`src/tit_pkg.sv`:
```
// package for the trap instruction transform block
// assumes a 32-bit instruction path from the hart pipeline
package tit_pkg;
  localparam int unsigned XW = 32;
  // opcodes of the full-width instruction classes handled here
  localparam logic [6:0] OP_LOAD    = 7'h03;
  localparam logic [6:0] OP_LOAD_FP = 7'h07;
  localparam logic [6:0] OP_STORE   = 7'h23;
  localparam logic [6:0] OP_STOREFP = 7'h27;
  localparam logic [6:0] OP_AMO     = 7'h2f;
  localparam logic [6:0] OP_SYSTEM  = 7'h73;
  // funct3 and funct7 marking the hypervisor virtual-machine accesses
  localparam logic [2:0] F3_HYPV    = 3'h4;
  localparam logic [6:0] F7_HYP_LO  = 7'h30;
  localparam logic [6:0] F7_HYP_HI  = 7'h37;
  // field positions
  localparam int unsigned OFF_LSB   = 15;
  localparam int unsigned OFF_MSB   = 19;
  // pseudoinstruction values for VS-stage translation accesses
  localparam logic [31:0] PSEUDO_RD32 = 32'h0000_2000;
  localparam logic [31:0] PSEUDO_WR32 = 32'h0000_2020;
  localparam logic [31:0] PSEUDO_RD64 = 32'h0000_3000;
  localparam logic [31:0] PSEUDO_WR64 = 32'h0000_3020;
  localparam logic [1:0]  WIDTH_32  = 2'h1;
  localparam logic [1:0]  WIDTH_64  = 2'h2;
  localparam logic [31:0] ZERO_WORD = 32'h0000_0000;
  typedef enum logic [1:0] {
    TIT_KIND_NONE,
    TIT_KIND_LOAD,
    TIT_KIND_STORE,
    TIT_KIND_KEEP
  } tit_kind_t;
endpackage

```
`src/tit_exp_if.sv`:
```
// carries a compressed instruction to the expander and the expansion back
// assumes both ends run combinationally in the same clock domain
`timescale 1ns/1ns
interface tit_exp_if;
  logic [15:0] half;
  logic [31:0] full;
  logic        valid;
  modport req (output half, input full, input valid);
  modport rsp (input half, output full, output valid);
endinterface

```
`src/tit_expand.sv`:
```
// expands compressed memory-access instructions to their 32-bit form
// assumes only the load and store compressed forms need expansion
`timescale 1ns/1ns
module tit_expand
  import tit_pkg::*;
(
  tit_exp_if.rsp port_x
);
  logic [15:0] c;
  logic [4:0]  rd_p;
  logic [4:0]  rs2_p;
  logic [4:0]  rs1_p;
  assign c     = port_x.half;
  assign rd_p  = {2'h1, c[4:2]};
  assign rs2_p = {2'h1, c[4:2]};
  assign rs1_p = {2'h1, c[9:7]};
  // ==========================================================
  // expansion of load and store forms; other forms report invalid
  always_comb begin
    port_x.full  = ZERO_WORD;
    port_x.valid = 1'b0;
    case ({c[15:13], c[1:0]})
      5'h08: begin // c.lw
        port_x.full  = {5'h0, c[5], c[12:10], c[6], 2'h0, rs1_p, 3'h2, rd_p, OP_LOAD};
        port_x.valid = 1'b1;
      end
      5'h0c: begin // c.ld
        port_x.full  = {4'h0, c[6:5], c[12:10], 3'h0, rs1_p, 3'h3, rd_p, OP_LOAD};
        port_x.valid = 1'b1;
      end
      5'h04: begin // c.fld
        port_x.full  = {4'h0, c[6:5], c[12:10], 3'h0, rs1_p, 3'h3, rd_p, OP_LOAD_FP};
        port_x.valid = 1'b1;
      end
      5'h18: begin // c.sw
        port_x.full  = {5'h0, c[5], c[12], rs2_p, rs1_p, 3'h2, c[11:10], c[6], 2'h0,
                        OP_STORE};
        port_x.valid = 1'b1;
      end
      5'h1c: begin // c.sd
        port_x.full  = {4'h0, c[6:5], c[12], rs2_p, rs1_p, 3'h3, c[11:10], 3'h0, OP_STORE};
        port_x.valid = 1'b1;
      end
      5'h14: begin // c.fsd
        port_x.full  = {4'h0, c[6:5], c[12], rs2_p, rs1_p, 3'h3, c[11:10], 3'h0,
                        OP_STOREFP};
        port_x.valid = 1'b1;
      end
      5'h0a: begin // c.lwsp
        port_x.full  = {4'h0, c[3:2], c[12], c[6:4], 2'h0, 5'h02, 3'h2, c[11:7], OP_LOAD};
        port_x.valid = (c[11:7] != 5'h00);
      end
      5'h0e: begin // c.ldsp
        port_x.full  = {3'h0, c[4:2], c[12], c[6:5], 3'h0, 5'h02, 3'h3, c[11:7], OP_LOAD};
        port_x.valid = (c[11:7] != 5'h00);
      end
      5'h1a: begin // c.swsp
        port_x.full  = {4'h0, c[8:7], c[12], c[6:2], 5'h02, 3'h2, c[11:9], 2'h0, OP_STORE};
        port_x.valid = 1'b1;
      end
      5'h1e: begin // c.sdsp
        port_x.full  = {3'h0, c[9:7], c[12], c[6:2], 5'h02, 3'h3, c[11:10], 3'h0, OP_STORE};
        port_x.valid = 1'b1;
      end
      default: begin
        port_x.full  = ZERO_WORD;
        port_x.valid = 1'b0;
      end
    endcase
  end
endmodule

```
`src/tit_trap_instr.sv`:
```
// trap instruction value former for machine and hypervisor trap entry
// assumes the pipeline raises one-cycle trap strobes with stable fields
//
// Behaviour
// [RULE_01] atomics keep all fields except bits 19:15, which carry the offset
// [RULE_02] hypervisor virtual loads and stores keep fields, offset in 19:15
// [RULE_03] offset is fault address minus original access address
// [RULE_04] basic loads and stores get their immediate fields zeroed
// [RULE_05] compressed: expand, transform, then clear bit 1
// [RULE_06] bits 1:0 read 01 for compressed, 11 for full width
// [RULE_07] implicit VS-stage fault with nonzero guest address writes pseudo value
// [RULE_08] 64-bit guest width: 0x00003000 read, 0x00003020 write
// [RULE_09] 32-bit guest width: 0x00002000 read, 0x00002020 write
// [RULE_10] pseudo set chosen by guest kernel width, not host width
// [RULE_11] write pseudo only for hardware A/D updates, otherwise read
// [RULE_12] pseudo value is x0 load/store word/double encoding with bits 1:0 zero
// [RULE_13] registers hold pseudo values and are not hardwired to zero
// [RULE_14] registers hold full values, a superset of the minimum set
// [RULE_15] interrupts write zero
// [RULE_16] untransformable synchronous traps write zero
// [RULE_17] full load keeps funct3, rd, opcode; offset 19:15; zero 31:20
// [RULE_18] full store keeps rs2, funct3, opcode; offset 19:15; zero 31:25, 11:7
// [RULE_19] register updates in the trap entry cycle with cause and value
`timescale 1ns/1ns
module tit_trap_instr
  import tit_pkg::*;
(
  // clock and reset
  input  wire logic        clock,
  input  wire logic        resetn,
  // trap entry from the pipeline
  input  wire logic        trap_take,
  input  wire logic        trap_to_hyp,
  input  wire logic        trap_is_irq,
  input  wire logic [31:0] trap_instr,
  input  wire logic [63:0] trap_fault_addr,
  input  wire logic [63:0] trap_orig_addr,
  // guest-page fault detail
  input  wire logic        guest_fault,
  input  wire logic        guest_implicit,
  input  wire logic        guest_ad_update,
  input  wire logic [63:0] machine_guest_addr_reg,
  input  wire logic [1:0]  guest_kernel_width,
  // trap instruction registers
  output      logic [31:0] mach_tinst,
  output      logic [31:0] hyp_tinst
);
  // ==========================================================
  // instruction field positions
  localparam int unsigned OPC_MSB  = 6;
  localparam int unsigned RD_LSB   = 7;
  localparam int unsigned RD_MSB   = 11;
  localparam int unsigned F3_LSB   = 12;
  localparam int unsigned F3_MSB   = 14;
  localparam int unsigned RS2_LSB  = 20;
  localparam int unsigned RS2_MSB  = 24;
  localparam int unsigned F7_LSB   = 25;
  localparam int unsigned F7_MSB   = 31;
  localparam int unsigned C_BIT    = 1;
  localparam logic [1:0]  LOW_FULL = 2'h3;

  // ==========================================================
  // helpers
  // hypervisor virtual-machine loads and stores sit in the system opcode
  function automatic logic is_hyp_access(input logic [31:0] i);
    return i[OPC_MSB:0] == OP_SYSTEM && i[F3_MSB:F3_LSB] == F3_HYPV &&
           i[F7_MSB:F7_LSB] >= F7_HYP_LO && i[F7_MSB:F7_LSB] <= F7_HYP_HI;
  endfunction

  function automatic tit_kind_t classify(input logic [31:0] i);
    tit_kind_t k;
    k = TIT_KIND_NONE;
    case (i[OPC_MSB:0])
      OP_LOAD, OP_LOAD_FP:   k = TIT_KIND_LOAD;
      OP_STORE, OP_STOREFP:  k = TIT_KIND_STORE;
      OP_AMO:                k = TIT_KIND_KEEP;
      OP_SYSTEM:             k = is_hyp_access(i) ? TIT_KIND_KEEP : TIT_KIND_NONE;
      default:               k = TIT_KIND_NONE;
    endcase
    return k;
  endfunction

  function automatic logic [31:0] put_offset(input logic [31:0] i, input logic [4:0] off);
    logic [31:0] r;
    r = i;
    r[OFF_MSB:OFF_LSB] = off;
    return r;
  endfunction

  // loads keep funct3, rd and opcode; rs1 and the immediate give way
  function automatic logic [31:0] form_load(input logic [31:0] i, input logic [4:0] off);
    logic [31:0] r;
    r = ZERO_WORD;
    r[F3_MSB:0]        = i[F3_MSB:0];
    r[OFF_MSB:OFF_LSB] = off;
    return r;
  endfunction

  // stores keep rs2, funct3 and opcode; both immediate parts read zero
  function automatic logic [31:0] form_store(input logic [31:0] i, input logic [4:0] off);
    logic [31:0] r;
    r = ZERO_WORD;
    r[RS2_MSB:RS2_LSB] = i[RS2_MSB:RS2_LSB];
    r[OFF_MSB:OFF_LSB] = off;
    r[F3_MSB:F3_LSB]   = i[F3_MSB:F3_LSB];
    r[RD_MSB:RD_LSB]   = 5'h00;
    r[OPC_MSB:0]       = i[OPC_MSB:0];
    return r;
  endfunction

  // distance of the faulting byte from the access start; only a misaligned
  // access makes it nonzero, so its low five bits carry all of it
  function automatic logic [4:0] addr_offset(input logic [63:0] fault,
                                             input logic [63:0] orig);
    logic [63:0] d;
    d = fault - orig;
    return d[OFF_MSB-OFF_LSB:0];
  endfunction

  // unknown widths fall back to the 64-bit set, the wider guest being the default
  function automatic logic [31:0] pick_pseudo(input logic [1:0] w, input logic wr);
    logic [31:0] p;
    p = ZERO_WORD;
    case (w)
      WIDTH_32: p = wr ? PSEUDO_WR32 : PSEUDO_RD32; // RULE_09 RULE_11
      WIDTH_64: p = wr ? PSEUDO_WR64 : PSEUDO_RD64; // RULE_08 RULE_11
      default:  p = wr ? PSEUDO_WR64 : PSEUDO_RD64; // RULE_12
    endcase
    return p;
  endfunction

  // ==========================================================
  // compressed expansion
  tit_exp_if exp_x ();
  tit_expand u_expand (
    .port_x (exp_x)
  );
  assign exp_x.half = trap_instr[15:0];

  logic        is_comp;
  logic [31:0] base_instr;
  logic        base_ok;
  assign is_comp    = (trap_instr[1:0] != LOW_FULL);
  assign base_instr = is_comp ? exp_x.full : trap_instr; // RULE_05
  assign base_ok    = is_comp ? exp_x.valid : 1'b1;

  // ==========================================================
  // address offset
  logic [4:0]  offset;
  assign offset = addr_offset(trap_fault_addr, trap_orig_addr); // RULE_03

  // ==========================================================
  // transformation
  tit_kind_t   kind;
  logic [31:0] xform;
  logic [31:0] pseudo;
  logic        use_pseudo;
  logic [31:0] value_next;

  assign kind = classify(base_instr);

  always_comb begin
    xform = ZERO_WORD;
    case (kind)
      TIT_KIND_LOAD: begin
        xform = form_load(base_instr, offset); // RULE_17 RULE_04
      end
      TIT_KIND_STORE: begin
        xform = form_store(base_instr, offset); // RULE_18 RULE_04
      end
      TIT_KIND_KEEP: begin
        xform = put_offset(base_instr, offset); // RULE_01 RULE_02
      end
      default: begin
        xform = ZERO_WORD; // RULE_16
      end
    endcase
    if (!base_ok)
      xform = ZERO_WORD; // RULE_16
    else if (is_comp && kind != TIT_KIND_NONE)
      xform[C_BIT] = 1'b0; // RULE_05 RULE_06
  end

  // pseudoinstruction selection by guest width and access type
  always_comb begin
    pseudo = pick_pseudo(guest_kernel_width, guest_ad_update); // RULE_10
  end

  // a zero guest address means no second-stage address was kept: transform as usual
  assign use_pseudo = guest_fault && guest_implicit &&
                      (machine_guest_addr_reg != 64'h0); // RULE_07

  // interrupts win over everything, then pseudo values, then the transform
  always_comb begin
    if (trap_is_irq)
      value_next = ZERO_WORD; // RULE_15
    else if (use_pseudo)
      value_next = pseudo; // RULE_07
    else
      value_next = xform;
  end

  // ==========================================================
  // trap instruction registers
  // full-width registers instead of the minimal one or two flops: every value fits
  // each register changes only on a trap aimed at it
  logic [31:0] mach_tinst_reg;
  logic [31:0] hyp_tinst_reg;

  always_ff @(posedge clock or negedge resetn) begin
    if (!resetn) begin
      mach_tinst_reg <= ZERO_WORD;
    end else if (trap_take && !trap_to_hyp) begin
      mach_tinst_reg <= value_next; // RULE_19 RULE_13 RULE_14
    end
  end

  always_ff @(posedge clock or negedge resetn) begin
    if (!resetn) begin
      hyp_tinst_reg <= ZERO_WORD;
    end else if (trap_take && trap_to_hyp) begin
      hyp_tinst_reg <= value_next; // RULE_19 RULE_13
    end
  end

  assign mach_tinst = mach_tinst_reg;
  assign hyp_tinst  = hyp_tinst_reg;
endmodule

```
`config.mk`:
```
export PLATFORM = sky130hd
export DESIGN_NAME = tit_trap_instr
export DESIGN_NICKNAME = d
export VERILOG_FILES = /design/src/tit_pkg.sv /design/src/tit_exp_if.sv /design/src/tit_expand.sv /design/src/tit_trap_instr.sv
export SDC_FILE = /design/constraint.sdc
export NUM_CORES = 1
export LEC_CHECK = 0
export ABC_AREA = 1
export CORE_AREA = 2 2 115 117
export DETAILED_ROUTE_END_ITERATION = 7
export DIE_AREA = 0 0 117 119
export DONT_BUFFER_PORTS = 1
export GPL_ROUTABILITY_DRIVEN = 0
export PLACE_DENSITY = 0.49
export SLEW_MARGIN = 20
export SYNTH_ARGS = -nofsm -noshare
export SYNTH_HDL_FRONTEND = slang
export SYNTH_SLANG_ARGS = --single-unit
```
`constraint.sdc`:
```
create_clock -name clock -period 1.55 [get_ports clock]
set_input_delay 0.31 -clock clock [delete_from_list [all_inputs] [get_ports clock]]
set_output_delay 0.31 -clock clock [all_outputs]
set_load 0.01 [all_outputs]
```
## Yosys cells after proc, flatten, opt, wreduce, memory -nomap -nowiden

Index checks and enable logic that the tools add are counted.

- Register bits: 64
- Bits in latches: 0
- RAM bits: 0
- Bits in read-only memories: 0
- Bits of input ports: 234
- Output and inout bits: 64
- Word-level logic and storage cells: 59
- Memories: 0

- Add/sub/neg operators: 1
- Multipliers: 0
- Div/mod/pow operators: 0
- $lt $le $gt $ge: 2
- Eq/ne operators: 22
- Shift-type cells: 0
- Mux-type cells: 16
- Bitwise operators: 0
- Reduce and logical (&&, ||, !) cells: 16

Operator list:

| kind | count |
|---|---|
| 29-bit case mux with 10 select lines | 1 |
| 32-bit two-way mux | 3 |
| 32-bit case mux with 3 select lines | 1 |
| 64-bit nonzero test | 1 |
| 30-bit two-way mux | 1 |
| 5-bit equality test, second input constant | 5 |
| 7-bit by 6-bit equality test with 1-bit output, second input constant | 3 |
| 5-bit by 4-bit equality test with 1-bit output, second input constant | 4 |
| 13-bit two-way mux | 1 |
| 6-bit two-way mux | 2 |
| 1-bit logical AND | 8 |
| 2-bit case mux with 4 select lines | 1 |
| 8-bit OR reduction | 1 |
| 7-bit by 2-bit equality test with 1-bit output, second input constant | 1 |
| 7-bit by 3-bit equality test with 1-bit output, second input constant | 1 |
| 7-bit equality test, second input constant | 1 |
| 7-bit by 6-bit >= comparator with 1-bit output, second input constant | 1 |
| 7-bit by 6-bit less-or-equal comparator with 1-bit output, second input constant | 1 |
| 2-bit OR reduction | 3 |
| 5-bit by 3-bit equality test with 1-bit output, second input constant | 1 |
| 5-bit nonzero test | 1 |
| 5-bit subtractor | 1 |
| 2-bit by 1-bit equality test with 1-bit output, second input constant | 2 |
| 2-bit equality test, second input constant | 2 |
| other kinds (7) | 10 |

## Longest topological paths before layout

- Depth in word-level cells: 15
- Gate-level depth with buffers: 13
- Depth with buffers taken out: 13

## Modules after synthesis

A second synthesis with hierarchy kept.

- Cell total of the unflattened synthesis: 569
- Area, all modules: 3,985.1 um^2

Modules (own cells, without submodules):

| module | instances | cells an instance | area each (um^2) | seq. area each (um^2) |
|---|---|---|---|---|
| tit_trap_instr | 1 | 479 | 3,464.6 | 1,601.5 |
| tit_expand | 1 | 90 | 520.5 | 0.0 |

## Worst setup path after synthesis

OpenSTA, ideal clock, no wires.

- Path type: input to register
- Start point: input trap_instr[14]
- End point: register mach_tinst_reg[22], in the netlist mach_tinst[22]
- Setup time: 0.129 ns
- Data arrival time: 1.464 ns
- Data required time: 1.421 ns
- Setup slack: -0.043 ns
- Stages on the path: 11
- Cell sequence: buf_2 o21ai_0 a21oi_2 inv_1 nor2_4 nand2_4 nand2_4 nor2_4 nor2_4 nand2_2 o21ai_2

- Word-level cells in the longest chain between the ends: 14

Ends and longest elaborated chain:

| element | RTL line | RTL |
|---|---|---|
| start, declared | tit_trap_instr.sv:35 | `input wire logic [31:0] trap_instr,` |
| branches (longest 11 deep; another with 7-bit by 6-bit >= comparator with 1-bit output) | n/a |  |
| 30-bit two-way mux (*) | tit_trap_instr.sv:178 | `if (!base_ok)` |
| 32-bit two-way mux (*) | tit_trap_instr.sv:197 | `else if (use_pseudo)` |
| 32-bit two-way mux (*) | tit_trap_instr.sv:195 | `if (trap_is_irq)` |
| end signal, assigned | tit_trap_instr.sv:214 | `mach_tinst_reg <= value_next;` |
| end, declared | tit_trap_instr.sv:207 | `logic [31:0] mach_tinst_reg;` |

Every way passes the cells marked *.
A chain may end at the register's enable or synchronous reset.

## Worst setup path after layout

- Start point: input trap_instr[0]
- End point: register hyp_tinst_reg[6], in the netlist hyp_tinst[6]

- Word-level cells in the longest chain between the ends: 14

Ends and longest elaborated chain:

| element | RTL line | RTL |
|---|---|---|
| branches (longest 11 deep; another with 7-bit by 6-bit >= comparator with 1-bit output) | n/a |  |
| 30-bit two-way mux (*) | tit_trap_instr.sv:178 |  |
| 32-bit two-way mux (*) | tit_trap_instr.sv:197 |  |
| 32-bit two-way mux (*) | tit_trap_instr.sv:195 |  |
| end signal, assigned | tit_trap_instr.sv:222 | `hyp_tinst_reg <= value_next;` |
| end, declared | tit_trap_instr.sv:208 | `logic [31:0] hyp_tinst_reg;` |

Marked as above.

==> impl_metrics.env <==
export IMPL_synth_edf_count=0
export IMPL_netlist_area_sq_um=3700
export IMPL_numClockSinks=64
export IMPL_max_vdd_ir_drop_v=0.000459
export IMPL_start_util=0.288
export IMPL_ys_warn_count=0
export IMPL_start_kind="primary input"
export IMPL_drive_gt1_frac=0.198
export IMPL_cp_required_ns=1.81
export IMPL_diodes=0
export IMPL_first_pass_iters=4
export IMPL_grt_pass1_wl_um=19200
export IMPL_cts_tree="done"
export IMPL_power_frac_clock=0.484
export IMPL_r2r_cells=2
export IMPL_hpwlAfterDp_um=9300
export IMPL_synth_area_leaders="dfrtp_1 43%, nand2_1 16%, nand4_1 5.7%"
export IMPL_crit_chain="nor2_4 > nand2_1 > a21oi_4 > nand3_1 > nor3_1 > nand2_1 > nor2_2 > nand4_1 > nand2_1"
export IMPL_wl_um=12600
export IMPL_synth_top_area_cell="dfrtp_1"
export IMPL_violations="negative hold slack"
export IMPL_worstPathMaxFanout=8
export IMPL_numPortBuffers=0
export IMPL_antenna_found_initial=0
export IMPL_seq_area_frac_synth=0.433
export IMPL_worst_ep_arrival_time_ns=1.68
export IMPL_cpMostUsedCell="nand2_1"
export IMPL_drtIter0Drc=196
export IMPL_grt_max_degree=65
export IMPL_synth_nets=736
export IMPL_hold_class="in2async"
export IMPL_grt_ovfl_total=0
export IMPL_power_frac_comb=0.129
export IMPL_cap_violations=0
export IMPL_period_share=0.916
export IMPL_synth_commonest_cells="159 x nand2_1, 64 x dfrtp_1, 49 x nor2_1"
export IMPL_fillers=1344
export IMPL_syn_instance_count=497
export IMPL_core_sq_um=12900
export IMPL_vias=3626
export IMPL_cts_htree_levels=3
export IMPL_slew_violations=0
export IMPL_numCtsBuffers=9
export IMPL_die_area_sq_um=13900
export IMPL_ys_types=36
export IMPL_finalSetupTns_ns=0
export IMPL_max_stage_delay_ns=0.22
export IMPL_wire_per_inst_um=17.6
export IMPL_async_reset_ff_frac=1.00
export IMPL_crit_buf_inv=0
export IMPL_hold_viol=64
export IMPL_fmax_mhz=704
export IMPL_clock_latency_ns=0.33
export IMPL_relSlewSlack=0.513
export IMPL_r2r_end="mach_tinst[14]$_DFFE_PN0P_"
export IMPL_post_route_drc_count=0
export IMPL_rsz0062_at_grt="yes"
export IMPL_rr_startpoint="mach_tinst[14]$_DFFE_PN0P_"
export IMPL_io_pins=298
export IMPL_track_usage=0.180
export IMPL_crit_type="in2reg"
export IMPL_ys_ff_latch=64
export IMPL_setup_ws_ns=0.130
export IMPL_chipWidth_um=117
export IMPL_clkTransAtPathRegs_ns=0.06
export IMPL_cp_top_family="simple AND/OR/NAND/NOR gates"
export IMPL_internal_power_w=0.00336
export IMPL_postRouteAntennaNets=0
export IMPL_viasPerCell=5.06
export IMPL_yosysMostFrequentCell="nand2_1"
export IMPL_cts_root_buffer="clkbuf_16"
export IMPL_worstMarginPinSlew_ns=0.730
export IMPL_p_per_area_nw_per_um2=972
export IMPL_leakage_nw=2.32
export IMPL_switching_share=0.261
export IMPL_grt_pass1_vias=3631
export IMPL_avgSynthCellArea_sq_um=7.45
export IMPL_pre_cts_ws_ns=-0.277
export IMPL_synthFlopType="dfrtp_1"
export IMPL_rows=42
export IMPL_period_minus_slack_ns=1.42
export IMPL_setup_viol=0
export IMPL_die_h_um=119
export IMPL_cts_buffer_depth=2
export IMPL_areaGrowthSynthToFinish_pct=26.1
export IMPL_nets=775
export IMPL_netlist_area_leader_share=0.433
export IMPL_finalClockSkew_ns=0
export IMPL_switchingPower_w=0.00118
export IMPL_cp_slowest_cell="nor3_1"
export IMPL_power_frac_seq=0.388
export IMPL_r2r_slack_ns=0.83
export IMPL_hold_ws_ns=-0.329
export IMPL_status="finished with violations"
export IMPL_end_kind="flop"
-- per-layer routing --
layer	wire, um	global-route usage	vias up
met5	0	0	-
met4	100	0.0360	0
met3	1890	0.118	9
met2	5520	0.268	136
met1	5090	0.219	1747
li1	-	-	1734
-- worst max path at each step --
| stage | startpoint | end | slack (ns) | depth (start not counted) |
|---|---|---|---|---|
| 2_1_floorplan | machine_guest_addr_reg[63] | hyp_tinst[10]$_DFFE_PN0P_ | 0.01 | 12 |
| 3_3_place_gp | machine_guest_addr_reg[63] | hyp_tinst[22]$_DFFE_PN0P_ | -0.27 | 12 |
| 3_5_place_dp | machine_guest_addr_reg[63] | mach_tinst[22]$_DFFE_PN0P_ | -0.28 | 12 |
| 4_1_cts | machine_guest_addr_reg[63] | mach_tinst[22]$_DFFE_PN0P_ | 0.07 | 12 |
| 5_1_grt | machine_guest_addr_reg[25] | hyp_tinst[7]$_DFFE_PN0P_ | -0.01 | 13 |
| 6_report | trap_instr[0] | hyp_tinst[6]$_DFFE_PN0P_ | 0.13 | 9 |
-- timing repair --
| item | 4_1_cts | 5_1_grt |
|---|---|---|
| hold endpoints to repair | 64 | 64 |
| buffers inserted | 0 | 2 |
| setup endpoints to repair | 0 | 45 |
| gates resized for setup | 0 | 13 |
-- cell families (layout without fill, tap and decap cells) --
family	count (synthesis)	after routing	share of synthesized area
and+or+nand+nor	310	310	0.386
DFF	64	64	0.433
buffers and inverters	58	102	0.0652
AOI/OAI and AO/OA	56	56	0.0875
adders and majority gates	5	5	0.0189
xor gates and xnor gates	4	4	0.00946
-- area by class of cell --
cell class              instances  area [sq um]  share of cell area
flip-flops and latches         64          1600               0.343
clock inverters                 7          93.8              0.0201
repair buffers                 49           470               0.101
multi-input cells             375          1920               0.410
clock buffers                   9           225              0.0482
well taps                     176           220              0.0472
inverters                      37           141              0.0303
-- power groups by stage --
stage	clock (W)	combinational, W	sequential [W]
floorplan	0	0.000354	0.00178
global placement	0	0.000525	0.00179
detailed placement	0	0.000530	0.00179
CTS	0.00224	0.000533	0.00176
global route	0.00231	0.000654	0.00177
finish	0.00219	0.000583	0.00176
-- cells in the final DEF, fill, tap and decap left out, drive strengths merged, types with 2 or more instances in the layout --
master and count:
o21ai 29, buf 46, bufinv 2, clkinv 2
clkbuf 12, o211ai 3, a21oi 15, dfrtp 64
nor2 61, nand2 165, clkinvlp 2, nand3b 2
xnor2 3, nand4 36, ha 4, o22ai 3
nand3 42, inv 38, nor3 4, a22oi 3
-- stage by stage --
step | std cells | cell area (sq um) | power (W) | util
floorplan | 497 | 3710 | 0.00213 | -
global placement | 696 | 4200 | 0.00232 | 0.326
detailed placement | 696 | 4200 | 0.00232 | 0.326
CTS | 712 | 4520 | 0.00453 | 0.351
global route | 717 | 4670 | 0.00473 | 0.363
finish | 717 | 4670 | 0.00454 | 0.363
No activity file was read; power rests on OpenSTA's default activity.
